### config.mk
export PLATFORM = sky130hd
export DESIGN_NAME = gpio_jack_detect_wakeup
export DESIGN_NICKNAME = d
export VERILOG_FILES = /design/src/rtl/gpio_jack_detect_wakeup.v
export VERILOG_INCLUDE_DIRS = /design/src /design/src/inc
export SDC_FILE = /design/constraint.sdc
export NUM_CORES = 1
export LEC_CHECK = 0
export ABC_CLOCK_PERIOD_IN_PS = 9500
export BUFFER_PORTS_ARGS = -buffer_cell sky130_fd_sc_hd__buf_4
export CORE_AREA = 2 2 171 139
export DETAILED_ROUTE_END_ITERATION = 7
export DIE_AREA = 0 0 173 141
export GPL_TIMING_DRIVEN = 0
export PLACE_DENSITY = 0.85
export REMOVE_ABC_BUFFERS = 1
export SLEW_MARGIN = 20
export SYNTH_ARGS = -nofsm -noshare
export SYNTH_HDL_FRONTEND = slang
export SYNTH_SLANG_ARGS = --single-unit
export TNS_END_PERCENT = 20
### constraint.sdc
create_clock -name clk_sys -period 9.5 [get_ports clk_sys]
set_clock_uncertainty 0.2 [all_clocks]
set_input_delay 0.475 -clock clk_sys [delete_from_list [all_inputs] [get_ports clk_sys]]
set_output_delay 0.475 -clock clk_sys [all_outputs]
set_load 0.01 [all_outputs]
### src/inc/gpio_jack_defs.vh
// Constants for the jack detect and wakeup pin port.
// Assumes an Avalon-MM slave with a 32-bit word per register.
`ifndef GPIO_JACK_DEFS_VH
`define GPIO_JACK_DEFS_VH
`define GJ_ADDR_W        12
`define GJ_OFF_DATA      12'h300
`define GJ_OFF_DIR       12'h304
`define GJ_OFF_MASK      12'h308
`define GJ_OFF_STAT      12'h30c
`define GJ_OFF_WAKE      12'h310
`define GJ_OFF_WSTAT     12'h314
`define GJ_NPIN          8
`define GJ_RST_DATA      8'h00
`define GJ_RST_DIR       8'h00
`define GJ_RST_MASK      8'h00
`define GJ_WK_PIN_LSB    0
`define GJ_WK_HW_EN      3
`define GJ_WK_SW_BIT     4
`define GJ_WK_SHORT      5
`define GJ_WK_ADVERT     6
`define GJ_DB_LONG_MS    16
`define GJ_DB_SHORT_MS   8
`define GJ_CLK_KHZ       250000
`define GJ_DB_LONG_CYC   (`GJ_DB_LONG_MS * `GJ_CLK_KHZ)
`define GJ_DB_SHORT_CYC  (`GJ_DB_SHORT_MS * `GJ_CLK_KHZ)
`define GJ_CNT_W         22
`endif

### src/rtl/gpio_jack_detect_wakeup.v
// Eight-pin general purpose port with debounced change interrupt and remote wakeup.
// Assumes one clock, synchronous reset, Avalon-MM register access and a USB core
// supplying suspend and the host's remote wakeup enable.
//
// Overview of operation
// RULE_01 - Each pin is input or output by its own direction bit.
// RULE_02 - An output pin drives the value held in the data register bit.
// RULE_03 - A level change on an input pin raises the change interrupt.
// RULE_04 - A per-pin mask bit decides whether that pin's change interrupt is forwarded.
// RULE_05 - Software reads the data register at 0x300 to see the pin levels (debounced for input pins).
// RULE_06 - Any pin may be chosen as the hardware wakeup input.
// RULE_07 - Rising edge on the wakeup pin during enabled suspend signals remote wakeup.
// RULE_08 - Wakeup only when host enabled it and the descriptor advertised it.
// RULE_09 - A software 0 to 1 write of the wakeup bit acts like a pin edge.
// RULE_10 - Change detection is debounced, with 16 ms or 8 ms selectable.
// RULE_11 - A change counts only after the level held steady the whole period.
//
// Decided for this implementation: the Avalon-MM register port.
`timescale 1ns/1ns
`include "gpio_jack_defs.vh"
module gpio_jack_detect_wakeup #(
  parameter [`GJ_CNT_W-1:0] DB_LONG_CYC  = `GJ_DB_LONG_CYC,  // 16 ms in cycles
  parameter [`GJ_CNT_W-1:0] DB_SHORT_CYC = `GJ_DB_SHORT_CYC  // 8 ms in cycles
) (
  input  wire                 clk_sys,          // System clock, 250 MHz
  input  wire                 sys_rst,          // Synchronous reset, active high
  input  wire [`GJ_ADDR_W-1:0] avs_address,     // Byte address
  input  wire                 avs_read,         // Read request
  input  wire                 avs_write,        // Write request
  input  wire [31:0]          avs_writedata,    // Write data
  input  wire [3:0]           avs_byteenable,   // Byte enables
  output reg  [31:0]          avs_readdata,     // Read data
  output reg                  avs_waitrequest,  // Stall, low marks the answer
  input  wire [`GJ_NPIN-1:0]  pin_in,           // Pin levels from pads
  output reg  [`GJ_NPIN-1:0]  pin_out,          // Pin drive values
  output reg  [`GJ_NPIN-1:0]  pin_oe_n,         // Pad drive enable, low drives
  input  wire                 usb_suspended,    // Bus is suspended
  input  wire                 host_wake_en,     // Host set the remote wakeup feature
  output reg                  remote_wake,      // One-cycle wakeup request to USB core
  output reg                  irq               // Level interrupt
);

  // Register state
  reg [`GJ_NPIN-1:0] data_q;
  reg [`GJ_NPIN-1:0] dir_q;
  reg [`GJ_NPIN-1:0] mask_q;
  reg [`GJ_NPIN-1:0] stat_q;
  reg [6:0]          wake_q;
  reg                wstat_q;
  reg                wmask_q;
  reg                ack_q;

  // Pin synchronisers and debounce state
  reg [`GJ_NPIN-1:0] sync1_q;
  reg [`GJ_NPIN-1:0] sync2_q;
  reg [`GJ_NPIN-1:0] stable_q;
  reg [`GJ_CNT_W-1:0] db_cnt_q [0:`GJ_NPIN-1];
  reg [`GJ_NPIN-1:0] chg_d;
  reg                wk_prev_q;

  // Byte-lane merge of a write into an 8-bit register
  function [7:0] lane_merge;
    input [7:0]  old_v;
    input [31:0] wd;
    input [3:0]  be;
    begin
      lane_merge = be[0] ? wd[7:0] : old_v;
    end
  endfunction

  // Address compare used by both read and write decoding
  function hit;
    input [`GJ_ADDR_W-1:0] a;
    input [`GJ_ADDR_W-1:0] off;
    begin
      hit = (a == off);
    end
  endfunction

  wire access   = (avs_read | avs_write) & ~ack_q;
  wire wr_take  = avs_write & ack_q;
  wire rd_take  = avs_read & ack_q;
  wire [`GJ_CNT_W-1:0] db_limit = wake_q[`GJ_WK_SHORT] ? DB_SHORT_CYC : DB_LONG_CYC; // RULE_10
  wire [2:0] wk_sel = wake_q[`GJ_WK_PIN_LSB+2:`GJ_WK_PIN_LSB];
  wire       wk_lvl = stable_q[wk_sel] | wake_q[`GJ_WK_SW_BIT]; // RULE_06 RULE_09
  wire       wk_en  = usb_suspended & host_wake_en & wake_q[`GJ_WK_ADVERT]; // RULE_08
  wire       wk_fire = wk_en & wake_q[`GJ_WK_HW_EN] & wk_lvl & ~wk_prev_q; // RULE_07

  // Two-flop pin synchroniser
  always @(posedge clk_sys) begin
    if (sys_rst) begin
      sync1_q <= 8'h00;
      sync2_q <= 8'h00;
    end else begin
      sync1_q <= pin_in;
      sync2_q <= sync1_q;
    end
  end

  // Per-pin debounce: new level must stay for the full period
  genvar g;
  generate
    for (g = 0; g < `GJ_NPIN; g = g + 1) begin : db
      always @(posedge clk_sys) begin
        if (sys_rst) begin
          db_cnt_q[g]  <= {`GJ_CNT_W{1'b0}};
          stable_q[g]  <= 1'b0;
        end else if (sync2_q[g] == stable_q[g]) begin
          db_cnt_q[g]  <= {`GJ_CNT_W{1'b0}}; // RULE_11
        end else if (db_cnt_q[g] >= db_limit - 1'b1) begin
          db_cnt_q[g]  <= {`GJ_CNT_W{1'b0}};
          stable_q[g]  <= sync2_q[g]; // RULE_10
        end else begin
          db_cnt_q[g]  <= db_cnt_q[g] + 1'b1;
        end
      end
      // Change of either direction on an input pin
      always @* begin
        chg_d[g] = ~dir_q[g] & (db_cnt_q[g] >= db_limit - 1'b1) & (sync2_q[g] != stable_q[g]); // RULE_03
      end
    end
  endgenerate

  // Bus handshake: one wait cycle per access
  always @(posedge clk_sys) begin
    if (sys_rst) begin
      ack_q           <= 1'b0;
      avs_waitrequest <= 1'b1;
    end else begin
      ack_q           <= access;
      avs_waitrequest <= ~access;
    end
  end

  // Software writable registers
  always @(posedge clk_sys) begin
    if (sys_rst) begin
      data_q <= `GJ_RST_DATA;
      dir_q  <= `GJ_RST_DIR;
      mask_q <= `GJ_RST_MASK;
      wake_q <= 7'h00;
      wmask_q <= 1'b0;
    end else if (wr_take) begin
      if (hit(avs_address, `GJ_OFF_DATA)) data_q <= lane_merge(data_q, avs_writedata, avs_byteenable); // RULE_02
      if (hit(avs_address, `GJ_OFF_DIR))  dir_q  <= lane_merge(dir_q, avs_writedata, avs_byteenable); // RULE_01
      if (hit(avs_address, `GJ_OFF_MASK)) mask_q <= lane_merge(mask_q, avs_writedata, avs_byteenable); // RULE_04
      if (hit(avs_address, `GJ_OFF_WAKE) && avs_byteenable[0]) wake_q <= avs_writedata[6:0];
      if (hit(avs_address, `GJ_OFF_WAKE) && avs_byteenable[1]) wmask_q <= avs_writedata[8];
    end
  end

  // Sticky status: a read clears only the bits it returned, so an event that
  // lands between the data capture and the read's answer is not lost
  always @(posedge clk_sys) begin
    if (sys_rst) begin
      stat_q    <= 8'h00;
      wstat_q   <= 1'b0;
      wk_prev_q <= 1'b0;
    end else begin
      wk_prev_q <= wk_lvl;
      stat_q    <= (stat_q & ~((rd_take && hit(avs_address, `GJ_OFF_STAT)) ? avs_readdata[7:0] : 8'h00))
                   | chg_d; // RULE_03
      wstat_q   <= (wstat_q & ~(rd_take && hit(avs_address, `GJ_OFF_WSTAT) && avs_readdata[0])) | wk_fire;
    end
  end

  // Read data mux; unmapped reads return zero
  always @(posedge clk_sys) begin
    if (sys_rst) begin
      avs_readdata <= 32'h00000000;
    end else if (avs_read & access) begin
      if (hit(avs_address, `GJ_OFF_DATA))
        avs_readdata <= {24'h000000, (dir_q & data_q) | (~dir_q & stable_q)}; // RULE_05
      else if (hit(avs_address, `GJ_OFF_DIR))
        avs_readdata <= {24'h000000, dir_q};
      else if (hit(avs_address, `GJ_OFF_MASK))
        avs_readdata <= {24'h000000, mask_q};
      else if (hit(avs_address, `GJ_OFF_STAT))
        avs_readdata <= {24'h000000, stat_q};
      else if (hit(avs_address, `GJ_OFF_WAKE))
        avs_readdata <= {23'h000000, wmask_q, 1'b0, wake_q};
      else if (hit(avs_address, `GJ_OFF_WSTAT))
        avs_readdata <= {31'h00000000, wstat_q};
      else
        avs_readdata <= 32'h00000000;
    end
  end

  // Pins, wakeup pulse and interrupt
  always @(posedge clk_sys) begin
    if (sys_rst) begin
      pin_out     <= 8'h00;
      pin_oe_n    <= 8'hff;
      remote_wake <= 1'b0;
      irq         <= 1'b0;
    end else begin
      pin_out     <= data_q; // RULE_02
      pin_oe_n    <= ~dir_q; // RULE_01
      remote_wake <= wk_fire; // RULE_07
      irq         <= |(stat_q & mask_q) | (wstat_q & wmask_q); // RULE_04
    end
  end

endmodule

==> results_dict.tcl, run 1 <==
set metrics [dict create \
    required_ns 9.68 \
    met2WireLength_mm 15.05 \
    numCtsBuffers 28 \
    yosysWarnings 0 \
    synthCells 1426 \
    period_share 0.4131 \
    cts_tree "yes" \
    clockBufferDepth 3 \
    m1WireLength_mm 13.43 \
    grtUsageTotal 0.2540 \
    ys.flop_type "edfxtp_1" \
    ant_nets 0 \
    grt_pass1_vias 10860 \
    antenna_found_initial 0 \
    worst_pin_slew_ns 1.141 \
    row_count 50 \
    drt_iter0_markers 793 \
    globalRouteOverflowTotal 0 \
    synth_area_mm2 0.01456 \
    grt_max_degree 82 \
    yosys.area.top_type_share 0.3630 \
    clk_pin_slew_ns 0.06 \
    die_h_um 141 \
    ioPinCount 113 \
    finalSetupTns_ns 0 \
    synth.avg_cell_area_um2 10.21 \
    synth-edff-count 176 \
    synthTopCellsByArea "edfxtp_1 (36%), dfxtp_1 (13%), nor2_1 (6.4%)" \
    status "complete, no violations" \
    diodes 0 \
    area_growth_pct 16.55 \
    die_x_um 173 \
    setup_viol 0 \
    fillers 1620 \
    crit_arrival_ns 4.10 \
    hold_slack_ns 0.01522 \
    clockRootBuffer "clkbuf_16" \
    synth_top_area_cell "edfxtp_1" \
    rsz0062_at_grt "no" \
    ys_seq_area_frac 0.4937 \
    port_buffers 64 \
    ys_ff_latch 271 \
    cp-end-kind "register" \
    cts_setup_buffers 0 \
    fin_ws_ns 5.575 \
    most-common-layout-cells "nor2_1 (249), conb_1 (199), edfxtp_1 (176), nand2_1 (97), dfxtp_1 (94)" \
    cts.htree.levels 1 \
    vias_per_cell 5.477 \
    start_kind "register" \
    dr.pass1.iters 5 \
    max_freq_mhz 254.8 \
    synth_async_sr_flop_share 0 \
    hold_viol 0 \
    peakVddDrop_mv 0.1487 \
    power_density_mw_per_mm2 153.7 \
    drc 0 \
    nNetsFinal 1796 \
    die_area_mm2 0.02439 \
    path_class "reg2reg" \
    r2r_slack_ns 5.58 \
    start_util 0.6358 \
    p_leak_nw 6.372 \
    fin_crit_ns 3.925 \
    hold_path.class "in2reg" \
    place_ws_ns 5.603 \
    dpl.hpwl_mm 21.24 \
    clock-sinks 271 \
    gp_congestion 0.8614 \
    ys_types 69 \
    final_common_cell "nor2_1" \
    met3_length_mm 1.637 \
    dr.max_layer_used "met4" \
    drv_slew 0 \
    num_vias 10980 \
    drive_above_1_share 0.08629 \
    clkLatencyLatePin_ns 0.55 \
    grt_pass1_wl_mm 51.33 \
    wirelength_mm 30.86 \
    slew_headroom 0.2321 \
    cap_violations 0 \
    core-area_mm2 0.02290 \
    path_max_fanout 24 \
    wire_per_inst_um 15.40 \
]
==> per-layer routing <==
metal	track usage	vias to the layer above
li1	-	5370
met1	0.3294	5252
met2	0.4432	276
met3	0.03991	77
met4	0.07493	0
met5	0	-
==> metrics by stage <==
step           power [mW]  utilization  std cells  area (µm²)
2_1_floorplan       1.432            -       1564       14970
3_3_place_gp        1.480       0.6920       1940       15850
3_5_place_dp        1.487       0.6935       1941       15880
4_1_cts             2.614       0.7410       2004       16970
5_1_grt             2.693       0.7410       2004       16970
6_report            2.608       0.7410       2004       16970
==> state kept, by name, summed over array words and instances (netlist names), 7 cells and up <==
name / cells
avs_readdata: 9
pin_out: 8
stat_q: 8
mask_q: 8
data_q: 8
pin_oe_n: 8
sync1_q: 8
stable_q: 8
db_cnt_q: 176
sync2_q: 8
dir_q: 8
wake_q: 7
==> worst max-delay path, stage by stage, from the launching register on <==
cell,delay [ns]
dfxtp_2,0.72
inv_2,0.47
ha_1,0.36
nor4_1,0.22
nor2_1,0.07
o311ai_0,0.60
nand3_1,0.77
nor2_1,0.32
==> final timing paths <==
path	startpoint	endpoint	cells past startpoint
min	avs_writedata[3]	mask_q[3]$_SDFFE_PP0P_	3
max reg2reg	wake_q[5]$_SDFFE_PP0P_	db_cnt_q[0][57]$_SDFFCE_PN0P_	7
max	wake_q[5]$_SDFFE_PP0P_	db_cnt_q[0][57]$_SDFFCE_PN0P_	7
min reg2reg	wk_prev_q$_SDFF_PP0_	remote_wake$_SDFF_PP0_	1
==> repair_timing <==
| action | 4_1_cts | 5_1_grt |
|---|---|---|
| endpoints found under the hold margin | 13 | 0 |
| gates resized for setup | 0 | 0 |
| hold buffers | 11 | 0 |
==> synthesized netlist by cell type (all sizes together), types with 28 or more instances <==
library cell / n
buf: 36
o21ai: 32
nand3: 68
xor2: 78
nand4: 45
inv: 34
dfxtp: 95
nand2: 97
nor2: 249
and3: 28
edfxtp: 176
nor3: 44
xnor2: 90
ha: 64
mux2i: 41
nor2b: 28
==> cell type report <==
class | instances | area, µm² | area share
Clock buffer | 42 | 923.4 | 0.05442
Timing Repair Buffer | 76 | 618.1 | 0.03643
Clock inverter | 10 | 53.80 | 0.003171
Multi-Input combinational cell | 1259 | 7665 | 0.4518
Inverter | 34 | 127.6 | 0.007522
Sequential cell | 271 | 7188 | 0.4237
Tap cell | 312 | 390.4 | 0.02301
==> where the power goes <==
part           total, mW  switching (mW)  leakage [nW]  internal, mW
combinational      0.138          0.0807          3.30        0.0573
sequential          1.33          0.0413          2.59          1.29
clock               1.14           0.464         0.491         0.672
==> logic make-up after synthesis <==
| logic type | synth area share |
|---|---|
| multiplexers | 0.03670 |
| AND/OR/NAND/NOR | 0.2259 |
| other | 0.0005159 |
| adder cells (fa/ha/maj) | 0.05501 |
| XOR/XNOR | 0.1011 |
| flip-flops | 0.4937 |
| buffers and inverters | 0.03094 |
| AO/OA/AOI/OAI | 0.05621 |
Power figures use the tool's default switching activity.
==> inputs of run 2 (changes only) <==
--- a/config.mk
+++ b/config.mk
@@ -6,13 +6,13 @@
 export SDC_FILE = /design/constraint.sdc
 export NUM_CORES = 1
 export LEC_CHECK = 0
-export ABC_CLOCK_PERIOD_IN_PS = 9500
+export ABC_CLOCK_PERIOD_IN_PS = 3880
 export BUFFER_PORTS_ARGS = -buffer_cell sky130_fd_sc_hd__buf_4
-export CORE_AREA = 2 2 171 139
+export CORE_AREA = 2 2 176 144
 export DETAILED_ROUTE_END_ITERATION = 7
-export DIE_AREA = 0 0 173 141
+export DIE_AREA = 0 0 178 146
 export GPL_TIMING_DRIVEN = 0
-export PLACE_DENSITY = 0.85
+export PLACE_DENSITY = 0.8
 export REMOVE_ABC_BUFFERS = 1
 export SLEW_MARGIN = 20
 export SYNTH_ARGS = -nofsm -noshare
==> constraint.sdc (replaced) <==
create_clock -name clk_sys -period 3.88 [get_ports clk_sys]
set_clock_uncertainty 0.2 [all_clocks]
set_input_delay 0.194 -clock clk_sys [delete_from_list [all_inputs] [get_ports clk_sys]]
set_output_delay 0.194 -clock clk_sys [all_outputs]
set_load 0.01 [all_outputs]
==> results_dict.tcl, run 2 (synthesis results as in run 1) <==
set metrics [dict create \
    vias_per_cell 5.390 \
    dr.pass1.iters 5 \
    die_x_um 178 \
    drv_slew 0 \
    core-area_mm2 0.02406 \
    drive_above_1_share 0.08762 \
    cts.htree.levels 1 \
    cts_tree "yes" \
    grtUsageTotal 0.2355 \
    crit_arrival_ns 3.66 \
    final_common_cell "nor2_1" \
    ioPinCount 113 \
    crit_family "simple AND/OR/NAND/NOR gates" \
    start_kind "register" \
    clockRootBuffer "clkbuf_16" \
    drc 0 \
    num_vias 10950 \
    drt_iter0_markers 841 \
    cap_violations 0 \
    power_density_mw_per_mm2 376.3 \
    dp.cells 1947 \
    hold_path.class "in2reg" \
    slew_headroom 0.2668 \
    cts_setup_buffers 0 \
    worst-path-buf-inv 1 \
    cp_slowest_cell "o311ai_0" \
    max_freq_mhz 288.2 \
    path_class "reg2reg" \
    largest_register "db_cnt_q" \
    numCtsBuffers 28 \
    hold_slack_ns 0.03223 \
    slowest_delay_ns 0.66 \
    status "complete, no violations" \
    dpl.hpwl_mm 21.06 \
    wirelength_mm 30.33 \
    die_h_um 146 \
    most-common-layout-cells "nor2_1 (249), conb_1 (199), edfxtp_1 (176), nand2_1 (97), dfxtp_1 (94)" \
    die_area_mm2 0.02599 \
    start_util 0.6051 \
    rsz0062_at_grt "no" \
    port_buffers 64 \
    row_count 51 \
    period_share 0.8942 \
    peakVddDrop_mv 0.4636 \
    cp_common_cell "nor2_1" \
    final_area_mm2 0.01721 \
    largest_register_ffs 176 \
    required_ns 4.07 \
    finalSetupTns_ns 0 \
    clk_pin_slew_ns 0.06 \
    path_max_fanout 24 \
    finalCoreUtilization 0.7155 \
    r2r_slack_ns 0.41 \
    wire_per_inst_um 14.92 \
    fin_crit_ns 3.470 \
    crit_path_cell_trace "inv_2 -> ha_1 -> nor4_1 -> nor2_1 -> o311ai_0 -> nand3_2 -> nor2_1" \
    clock-sinks 271 \
    area_growth_pct 18.23 \
    clockBufferDepth 3 \
    gp_congestion 0.8506 \
    nNetsFinal 1816 \
    clkLatencyLatePin_ns 0.54 \
    ant_nets 0 \
    top_regs "db_cnt_q: 176 flops, avs_readdata: 9 flops" \
    setup_viol 0 \
    globalRouteOverflowTotal 0 \
    cp-end-kind "register" \
    worst_pin_slew_ns 1.091 \
    hold_viol 0 \
    grt_pass1_wl_mm 50.48 \
    grt_max_degree 82 \
    final_cells 2032 \
    antenna_found_initial 2 \
    grt_pass1_vias 10620 \
    p_leak_nw 6.443 \
    placed_cell_area_mm2 0.01588 \
]
-- run 2: final cells by class --
type / count / area (µm²)
Timing Repair Buffer: 96 / 810.8
Antenna cell: 2 / 5.005
Sequential cell: 271 / 7188
Tap cell: 318 / 397.9
Clock buffer: 37 / 893.4
Inverter: 34 / 127.6
Clock inverter: 15 / 118.9
Multi-Input combinational cell: 1259 / 7670
Fill cell: 1740 / 6845
-- run 2: power breakdown --
group          leakage [nW]  total (mW)  internal, mW  switching [mW]
combinational          3.37       0.347         0.149           0.198
clock                 0.489        2.86          1.70            1.17
sequential             2.59        3.26          3.16           0.100
-- run 2: repair_timing --
| item | in CTS | in global routing |
|---|---|---|
| endpoints found under the hold margin | 47 | 0 |
| resized for setup | 0 | 1 |
| hold buffers | 31 | 0 |
| endpoints found under the setup margin | 0 | 21 |
-- run 2: path summary, 6_finish.rpt --
path,start,to,cells after the start
worst max-delay path,wake_q[5]$_SDFFE_PP0P_,db_cnt_q[0][57]$_SDFFCE_PN0P_,7
worst min-delay path,sys_rst,sync1_q[5]$_SDFF_PP0_,2
worst max register to register,wake_q[5]$_SDFFE_PP0P_,db_cnt_q[0][57]$_SDFFCE_PN0P_,7
worst min register to register,wk_prev_q$_SDFF_PP0_,remote_wake$_SDFF_PP0_,1
-- run 2: metrics by stage --
| stage | total power [mW] | worst slack, ns |
|---|---|---|
| final | 6.476 | 0.4104 |
| after global routing | 6.682 | 0.1403 |
| after CTS | 6.518 | 0.1534 |
| after detailed placement | 3.638 | 0.1782 |
| after global placement | 3.625 | -1.763 |
| after floorplan | 3.507 | 0.1263 |
-- run 2: per-layer routing --
metal	vias to the layer above	track usage	share of wire
met3	71	0.03631	0.048
met5	-	0	0
li1	5434	-	-
met4	0	0.07869	0.029
met2	267	0.3837	0.47
met1	5180	0.3211	0.46
